==> src/tmc_pkg.sv <==
// Package: register map, control layout, modes and decode helpers of timer two
`default_nettype none

package tmc_pkg;

  // ****************************************
  // Register map (byte addresses, APB)
  // ****************************************
  localparam int          TMC_ADDR_W      = 8;
  localparam logic [7:0]  TMC_ADDR_CTRL   = 8'h00;
  localparam logic [7:0]  TMC_ADDR_COUNT  = 8'h04;
  localparam logic [7:0]  TMC_ADDR_CAP    = 8'h08;
  localparam logic [7:0]  TMC_ADDR_IEN    = 8'h0C;

  // ****************************************
  // Widths, field positions and reset values
  // ****************************************
  localparam int           TMC_CNT_W      = 16;
  localparam int           TMC_CTRL_W     = 8;
  localparam int           TMC_IEN_BIT    = 0;
  localparam int           TMC_OVF_BIT    = 7;
  localparam int           TMC_EXF_BIT    = 6;
  localparam logic [15:0]  TMC_CNT_MAX    = 16'hFFFF;
  localparam logic [15:0]  TMC_CNT_ONE    = 16'h0001;
  localparam logic [15:0]  TMC_CNT_RST    = 16'h0000;
  localparam logic [15:0]  TMC_CAP_RST    = 16'h0000;
  localparam logic         TMC_IEN_RST    = 1'b0;
  localparam logic [31:0]  TMC_RDATA_RST  = 32'h0000_0000;
  localparam logic [2:0]   TMC_SYNC_RST   = 3'h7;

  // Bit 7 down to bit 0 of the control word
  typedef struct packed {
    logic ovf;
    logic exf;
    logic rx_clk;
    logic tx_clk;
    logic ext_en;
    logic run;
    logic tcs;
    logic crs;
  } tmc_ctrl_t;

  localparam tmc_ctrl_t TMC_CTRL_RST = tmc_ctrl_t'(8'h00);

  typedef struct packed {
    logic        psel;
    logic        penable;
    logic        pwrite;
    logic [7:0]  paddr;
    logic [31:0] pwdata;
  } tmc_apb_req_t;

  typedef struct packed {
    logic        pready;
    logic        pslverr;
    logic [31:0] prdata;
  } tmc_apb_rsp_t;

  typedef enum logic [3:0] {
    TMC_OFF     = 4'h1,
    TMC_RELOAD  = 4'h2,
    TMC_CAPTURE = 4'h4,
    TMC_BAUD    = 4'h8
  } tmc_mode_t;

  function automatic tmc_mode_t tmc_mode(input tmc_ctrl_t c);
    tmc_mode_t m;
    m = TMC_OFF;
    if (!c.run) begin
      m = TMC_OFF;
    end else if (c.rx_clk || c.tx_clk) begin
      m = TMC_BAUD;
    end else if (c.crs) begin
      m = TMC_CAPTURE;
    end else begin
      m = TMC_RELOAD;
    end
    return m;
  endfunction

  function automatic logic tmc_is_mapped(input logic [7:0] a);
    return (a == TMC_ADDR_CTRL) || (a == TMC_ADDR_COUNT) || (a == TMC_ADDR_CAP) || (a == TMC_ADDR_IEN);
  endfunction

endpackage

`default_nettype wire

==> src/tmc_fall_sync.sv <==
// Module: three-stage pin synchroniser with agreed falling-edge pulse
`default_nettype none

module tmc_fall_sync (
  input  wire logic sys_clk_i,
  input  wire logic rst_b_i,
  input  wire logic pin_i,
  output var  logic fall_o
);

  logic [2:0] sync_q;
  logic       level_q;

  // Idle high, so release from reset gives no false edge
  always_ff @(posedge sys_clk_i) begin
    if (!rst_b_i) begin
      sync_q <= tmc_pkg::TMC_SYNC_RST;
    end else begin
      sync_q <= {sync_q[1:0], pin_i};
    end
  end

  // Last level that stages two and three agreed on
  always_ff @(posedge sys_clk_i) begin
    if (!rst_b_i) begin
      level_q <= tmc_pkg::TMC_SYNC_RST[2];
    end else if (sync_q[2] == sync_q[1]) begin
      level_q <= sync_q[2];
    end
  end

  // Stage one only feeds stage two; a fall counts once two and three agree low
  assign fall_o = level_q & ~sync_q[2] & ~sync_q[1];

endmodule

`default_nettype wire

==> src/tmc_timer2.sv <==
// Module: timer two with mode select, capture, auto-reload and APB registers
//
// Local design decisions: the register offsets and the APB register port.
`default_nettype none

// What this block does
// - Sixteen-bit counter of ticks or external events
// - Run, clock selects and capture select pick mode
// - Capture mode overflow sets the overflow flag
// - Overflow requests interrupt only when enabled
// - Trigger fall copies count into capture register in capture mode
// - Trigger fall also sets external event flag
// - Interrupt request is OR of both flags
// - Auto-reload overflow sets flag and reloads count
// - Baud mode overflow reloads without overflow flag
module tmc_timer2 (
  input  wire logic                  sys_clk_i,
  input  wire logic                  rst_b_i,
  input  wire tmc_pkg::tmc_apb_req_t apb_i,
  output var  tmc_pkg::tmc_apb_rsp_t apb_o,
  input  wire logic                  event_pin_i,
  input  wire logic                  trigger_input_pin_i,
  output var  logic                  irq_o
);

  // ****************************************
  // State
  // ****************************************
  tmc_pkg::tmc_ctrl_t  ctrl_q;
  tmc_pkg::tmc_ctrl_t  ctrl_d;
  logic [15:0]         count_q;
  logic [15:0]         cap_q;
  logic                ien_q;
  logic [31:0]         prdata_q;
  logic [31:0]         prdata_d;
  tmc_pkg::tmc_mode_t  mode;

  logic ev_fall;
  logic trig_fall;
  logic tick;
  logic inc;
  logic wrap;
  logic trig;
  logic ovf_set;
  logic exf_set;
  logic cap_load;
  logic reload;

  logic access;
  logic wr_en;
  logic wr_ctrl;
  logic wr_count;
  logic wr_cap;
  logic wr_ien;

  // ****************************************
  // Pin inputs
  // ****************************************
  tmc_fall_sync u_event_sync (
    .sys_clk_i (sys_clk_i),
    .rst_b_i   (rst_b_i),
    .pin_i     (event_pin_i),
    .fall_o    (ev_fall)
  );

  tmc_fall_sync u_trig_sync (
    .sys_clk_i (sys_clk_i),
    .rst_b_i   (rst_b_i),
    .pin_i     (trigger_input_pin_i),
    .fall_o    (trig_fall)
  );

  // ****************************************
  // APB decode
  // ****************************************
  // Zero wait states: every access completes in its first access cycle
  assign access   = apb_i.psel & apb_i.penable;
  assign wr_en    = access & apb_i.pwrite & tmc_pkg::tmc_is_mapped(apb_i.paddr);
  assign wr_ctrl  = wr_en & (apb_i.paddr == tmc_pkg::TMC_ADDR_CTRL);
  assign wr_count = wr_en & (apb_i.paddr == tmc_pkg::TMC_ADDR_COUNT);
  assign wr_cap   = wr_en & (apb_i.paddr == tmc_pkg::TMC_ADDR_CAP);
  assign wr_ien   = wr_en & (apb_i.paddr == tmc_pkg::TMC_ADDR_IEN);

  // ****************************************
  // Counting events
  // ****************************************
  assign mode     = tmc_pkg::tmc_mode(ctrl_q);
  assign tick     = ctrl_q.tcs ? ev_fall : 1'b1;
  assign inc      = (mode != tmc_pkg::TMC_OFF) & tick;
  assign wrap     = inc & (count_q == tmc_pkg::TMC_CNT_MAX);
  assign trig     = trig_fall & ctrl_q.ext_en & (mode != tmc_pkg::TMC_OFF);
  assign ovf_set  = wrap & ((mode == tmc_pkg::TMC_CAPTURE) | (mode == tmc_pkg::TMC_RELOAD));
  assign exf_set  = trig;
  assign cap_load = trig & (mode == tmc_pkg::TMC_CAPTURE);
  // Baud mode: trigger only flags, never reloads
  assign reload   = (wrap & ((mode == tmc_pkg::TMC_RELOAD) | (mode == tmc_pkg::TMC_BAUD)))
                  | (trig & (mode == tmc_pkg::TMC_RELOAD));

  // ****************************************
  // Counter
  // ****************************************
  // Software write wins over counting in the same cycle
  always_ff @(posedge sys_clk_i) begin
    if (!rst_b_i) begin
      count_q <= tmc_pkg::TMC_CNT_RST;
    end else if (wr_count) begin
      count_q <= apb_i.pwdata[15:0];
    end else if (reload) begin
      count_q <= cap_q;
    end else if (inc) begin
      count_q <= 16'(count_q + tmc_pkg::TMC_CNT_ONE);
    end
  end

  // ****************************************
  // Capture / reload register
  // ****************************************
  // A captured value beats a software write in the same cycle
  always_ff @(posedge sys_clk_i) begin
    if (!rst_b_i) begin
      cap_q <= tmc_pkg::TMC_CAP_RST;
    end else if (cap_load) begin
      cap_q <= count_q;
    end else if (wr_cap) begin
      cap_q <= apb_i.pwdata[15:0];
    end
  end

  // ****************************************
  // Control and flags
  // ****************************************
  always_comb begin
    ctrl_d = ctrl_q;
    if (wr_ctrl) begin
      ctrl_d = tmc_pkg::tmc_ctrl_t'(apb_i.pwdata[7:0]);
    end
    // Hardware set wins over a software clear
    ctrl_d.ovf = ctrl_d.ovf | ovf_set;
    ctrl_d.exf = ctrl_d.exf | exf_set;
  end

  always_ff @(posedge sys_clk_i) begin
    if (!rst_b_i) begin
      ctrl_q <= tmc_pkg::TMC_CTRL_RST;
    end else begin
      ctrl_q <= ctrl_d;
    end
  end

  always_ff @(posedge sys_clk_i) begin
    if (!rst_b_i) begin
      ien_q <= tmc_pkg::TMC_IEN_RST;
    end else if (wr_ien) begin
      ien_q <= apb_i.pwdata[tmc_pkg::TMC_IEN_BIT];
    end
  end

  // Not cleared on service: software must clear the flags itself
  assign irq_o = ien_q & (ctrl_q.ovf | ctrl_q.exf);

  // ****************************************
  // Read path
  // ****************************************
  // Read data captured in the setup cycle, so it lags live state by one cycle
  always_comb begin
    prdata_d = tmc_pkg::TMC_RDATA_RST;
    case (apb_i.paddr)
      tmc_pkg::TMC_ADDR_CTRL: begin
        prdata_d[7:0] = ctrl_q;
      end
      tmc_pkg::TMC_ADDR_COUNT: begin
        prdata_d[15:0] = count_q;
      end
      tmc_pkg::TMC_ADDR_CAP: begin
        prdata_d[15:0] = cap_q;
      end
      tmc_pkg::TMC_ADDR_IEN: begin
        prdata_d[tmc_pkg::TMC_IEN_BIT] = ien_q;
      end
      default: begin
        prdata_d = tmc_pkg::TMC_RDATA_RST;
      end
    endcase
  end

  always_ff @(posedge sys_clk_i) begin
    if (!rst_b_i) begin
      prdata_q <= tmc_pkg::TMC_RDATA_RST;
    end else if (apb_i.psel && !apb_i.penable && !apb_i.pwrite) begin
      prdata_q <= prdata_d;
    end
  end

  assign apb_o.pready  = access;
  assign apb_o.pslverr = access & ~tmc_pkg::tmc_is_mapped(apb_i.paddr);
  assign apb_o.prdata  = prdata_q;
endmodule

`default_nettype wire

==> config.mk <==
export PLATFORM = sky130hd
export DESIGN_NAME = tmc_timer2
export DESIGN_NICKNAME = d
export VERILOG_FILES = /design/src/tmc_pkg.sv /design/src/tmc_fall_sync.sv /design/src/tmc_timer2.sv
export SDC_FILE = /design/constraint.sdc
export NUM_CORES = 1
export LEC_CHECK = 0
export ABC_CLOCK_PERIOD_IN_PS = 5580
export BUFFER_PORTS_ARGS = -buffer_cell sky130_fd_sc_hd__buf_2
export CORE_MARGIN = 4
export CORE_UTILIZATION = 45
export CTS_CLUSTER_DIAMETER = 100
export DETAILED_ROUTE_END_ITERATION = 10
export PLACE_DENSITY = 0.71
export SLEW_MARGIN = 20
export SYNTH_ARGS = -nofsm -noshare
export SYNTH_HDL_FRONTEND = slang
export SYNTH_SLANG_ARGS = --single-unit
==> constraint.sdc <==
create_clock -name sys_clk_i -period 5.58 [get_ports sys_clk_i]
set_input_delay 0.837 -clock sys_clk_i [delete_from_list [all_inputs] [get_ports sys_clk_i]]
set_output_delay 0.837 -clock sys_clk_i [all_outputs]
set_load 0.02 [all_outputs]
[Yosys cells after proc, flatten, opt, wreduce, memory -nomap -nowiden]
Cells that the tools add are included.
Operators by class
  $add $sub $neg: 1
  equality and inequality tests: 10
  muxes and demuxes: 13
  bitwise operators: 32
  reductions and logical operators: 11
Operator list (number)
  $mux W16: 5
  $and A1 B1 Y1: 21
  $pmux W7 S3: 1
  $add A16 B1 Y16 const B: 1
  $eq A16 B16 Y1 const B: 1
  $eq A8 B4 Y1 const B: 2
  $pmux W8 S2: 1
  $eq A8 B3 Y1 const B: 1
  $logic_not A8 Y1: 1
  $mux W4: 2
  $mux W8: 1
  $or A1 B1 Y1: 6
  $not A1 Y1: 5
  $eq A4 B2 Y1 const B: 1
  $eq A4 B3 Y1 const B: 1
  $eq A4 B4 Y1 const B: 1
  $logic_or A1 B1 Y1: 4
  $ne A4 B1 Y1 const B: 1
  $pmux W1 S4: 1
  $mux W3: 1
  $reduce_bool A3 Y1: 1
  $eq A1 B1 Y1: 2
  $logic_and A1 B1 Y1: 2
  $logic_not A1 Y1: 2
  other kinds (2): 2
Storage, ports and cells
  register bits: 65
  input bits: 47
  output and inout port bits: 35
  logic and storage cells: 83

[Logic depth before layout (Yosys ltp)]
  word-level depth: 10
  gate-level depth with buffers: 8
  mapped depth without buffers: 6

[Cells and area by module]
From an unflattened synthesis, not the netlist that was laid out.
Second synthesis, totals
  cells, all modules: 415
  area, all modules: 3537.1 um^2
By module, submodules not included
  tmc_timer2: times used 1, cells an instance 393, area each 3296.9 um^2, seq. area each 1141.1 um^2
  tmc_fall_sync: times used 2, cells an instance 11, area each 120.1 um^2, seq. area each 80.1 um^2

[Worst setup path after synthesis]
OpenSTA, ideal clock, no wires.
  path kind: input to output
  from: in apb_i[37] in the netlist's numbering
  to: out apb_o[32] in the netlist's numbering
  data arrival time: 1795 ps
  data required time: 4743 ps
  slack: 2948 ps
  stages on the path: 4
  buffers on the path: 1
  cell sequence: nor4_2 nand2_1 clkbuf_1 and2_1
RTL lines
  start: declaration: RTL line tmc_timer2.sv:19  | input wire tmc_pkg::tmc_apb_req_t apb_i,
  end: declaration: RTL line tmc_timer2.sv:20  | output var tmc_pkg::tmc_apb_rsp_t apb_o,

==> run_results.csv <==
group,metric,value,unit
timing,fin_skew,15.7,ps
routing,num_vias,3144,
routing,wl_per_cell,16.7,microns
logic_synthesis,synthCells,413,
cts,cts.sinks,65,
critical_path,arrival,2220,ps
timing,setup_viol,0,
pwr,p_per_area,231,mW/mm^2
timing,slew_viol_final,0,
die,fp.dieW,97.5,microns
timing,rsz0062_at_grt,"no",
timing,slew_headroom,32.4,%
cts,clockBufferDepth,2,
cts,cts_hold_buf,0,
grt,grt-ovfl-total,0,
pwr,power,0.921,mW
grt,antenna_found_initial,0,
timing,setup_slack,2530,ps
critical_path,worstPathBufferInverterCount,2,
cts,cts_buffers,9,
pwr,peakVddDrop,0.150,mV
worst_hold_path,min-delay-start,"u_event_sync.sync_q[0]",
run_status,outcome,"finished, final reports clean",
critical_path,start_kind,"input pin",
pwr,p_leak,1.85,nW
grt,grt_pass1_vias,3012,
routing,dr.pass1.iters,7,
layout,antenna_cells,0,
critical_path,criticalPathCategory,"input pin to output pin",
die,io_pins,82,
critical_path,cpPeakStageDelay,460,ps
logic_synthesis,synth_cell_types,49,
routing,viasPerCell,5.74,
critical_path,cp.required,4740,ps
grt,grt_pass1_wl,15.4,mm
place,routabilityCongestion,0.813,
cts,cts_resized,0,
cts,cts_root_buf,"clkbuf_8",
cts,clkTransAtPathRegs,70,ps
logic_synthesis,synth_area_leaders,"dfxtp_1 (36%), mux2i_1 (8.9%), nor3_1 (5.0%), o211a_1 (4.7%), nor2b_1 (4.2%)",
layout,final_layout_size_suffix_gt1_share,17.0,%
flow_run,max_cap_violations,0,
logic_synthesis,ys_ff_latch,65,
die,start_util,46.4,%
place,portBuffers,49,
place,place_ws,2240,ps
logic_synthesis,syn_area,0.00360,sq mm
routing,wl,9.17,mm
critical_path,r2r-end,"count_q[9]",
critical_path,crit_fanout,12,
critical_path,r2r_slack,3070,ps
die,core,0.00777,sq mm
place,post-dp-hpwl,6.10,mm
worst_hold_path,holdPathEnd,"u_event_sync.sync_q[1]",
critical_path,crit_path_start,"apb_i[37]",
grt,grt_usage,19.9,%
critical_path,cp_common_cell,"buf_2",
timing,period_minus_slack,3050,ps
cts,htreeDepth,3,
die,die_y,97.5,microns
routing,drt_iter0_drc,211,
logic_synthesis,synth_top_cell_area_share,36.1,%
logic_synthesis,ys_async_sr_fraction,0,%
worst_hold_path,hold_path.class,"flip-flop to flip-flop",
critical_path,r2r_cells,5,
layout,syn2layout_area_growth,10.4,%
timing,tightestPinTransition,1010,ps
logic_synthesis,synth_most_common_cell,"dfxtp_1",
die,num_rows,32,
logic_synthesis,synth_top_cell_by_area,"dfxtp_1",
logic_synthesis,synth_ff_type,"dfxtp_1",
die,die-area,0.00950,sq mm
place,placed_area,0.00378,sq mm
layout,nets,489,
critical_path,endpoint_kind,"output pin",
routing,ant_nets,0,
layout,fin_area,0.00398,sq mm
cts,cts_tree,"done",
logic_synthesis,avgSynthCellArea,8.72,sq um
grt,grt_max_degree,68,
timing,final_hold_viol_count,0,
critical_path,worstPathCellList,"buf_2 -> nor4_2 -> nand2_1 -> and2_1 -> buf_2",
logic_synthesis,synth_edf_count,0,
logic_synthesis,seq_area_frac_synth,36.1,%
timing,tns,0,ps
timing,timing.final.crit_share,54.7,%
logic_synthesis,yosysWarningCount,0,
logic_synthesis,synthTopCellsByCount,"dfxtp_1 (65), nor3_1 (36), nand2_1 (34)",
routing,drc,0,
critical_path,r2r_start,"ctrl_q[0]",
critical_path,crit_slowest_cell,"nor4_2",
worst_hold_path,whs_path_depth,1,
critical_path,crit_family,"simple AND/OR/NAND/NOR gates",
cts,clkLatencyLatePin,360,ps
cts,cts_setup_buffers,0,
timing,fmax,0.327,GHz
[layout make-up]
class | instances | area (sq um)
Clock buffer | 13 | 149
Tap cell | 102 | 128
Multi-Input combinational cell | 311 | 2080
Sequential cell | 65 | 1300
Fill cell | 725 | 3790
Inverter | 2 | 7.51
Clock inverter | 3 | 40.0
Timing Repair Buffer | 52 | 270
[per-stage QoR]
step	cells	hold slack (ps)	util, %
after global placement	532	390	48.7
after detailed placement	532	394	48.7
after CTS	548	399	51.1
after global routing	548	426	51.2
final	548	394	51.2
after floorplan	428	386	-
[cell families (layout without fill, tap and decap cells)]
| group | count (synthesis) | in the layout | synth area share (%) |
|---|---|---|---|
| and+or+nand+nor | 160 | 160 | 24.3 |
| AOI/OAI and AO/OA | 88 | 88 | 18.7 |
| DFF | 65 | 65 | 36.1 |
| buffers and inverters | 52 | 70 | 7.71 |
| muxes | 34 | 34 | 9.83 |
| xor gates and xnor gates | 12 | 12 | 2.92 |
| adders and majority gates | 1 | 1 | 0.347 |
| other | 1 | 16 | 0.104 |
[cell usage in the layout, fill, tap and decap left out, drive strengths merged, types with 2 or more instances in the layout]
cell type	n
o211a	17
mux2i	32
nor2	8
nand3	10
xor2	4
o221ai	14
nor3b	2
clkbuf	13
buf	52
o21a	3
a21boi	3
a22oi	16
and2	3
or3b	3
nor4	5
nand2	34
nand2b	8
conb	16
inv	2
and4	3
a21oi	14
and3	14
clkinv	2
o21ai	13
dfxtp	65
nor2b	24
nand4	5
nor3	36
a31oi	2
xnor2	8
or3	3
[routing by layer]
layer	vias to the layer above	GRT usage [%]	wire, microns
li1	1533	-	-
met2	119	30.0	4100
met4	0	8.63	193
met1	1480	26.9	4240
met3	12	4.81	641
met5	-	0	0
[report_power, final]
part	leakage [nW]	switching (mW)	total (mW)	internal, mW
Combinational	1.23	0.0363	0.0539	0.0176
Clock	0.0974	0.181	0.398	0.218
Sequential	0.525	0.00224	0.469	0.466
[registers in the layout, indices dropped and copies added, names as in the netlist, 3 cells and up]
register and count:
u_event_sync.sync_q 3, ctrl_q 8, prdata_q 16, count_q 16
u_trig_sync.sync_q 3, cap_q 16
[worst max-delay path by stage]
| stage | to | slack, ps | depth (start not counted) |
|---|---|---|---|
| 2_1_floorplan | apb_o[32] | 2950 | 4 |
| 3_3_place_gp | count_q[10] | 2250 | 5 |
| 3_5_place_dp | count_q[10] | 2240 | 5 |
| 4_1_cts | apb_o[32] | 2530 | 5 |
| 5_1_grt | apb_o[32] | 2410 | 5 |
| 6_report | apb_o[32] | 2530 | 5 |
No activity file was read; power rests on OpenSTA's default activity.
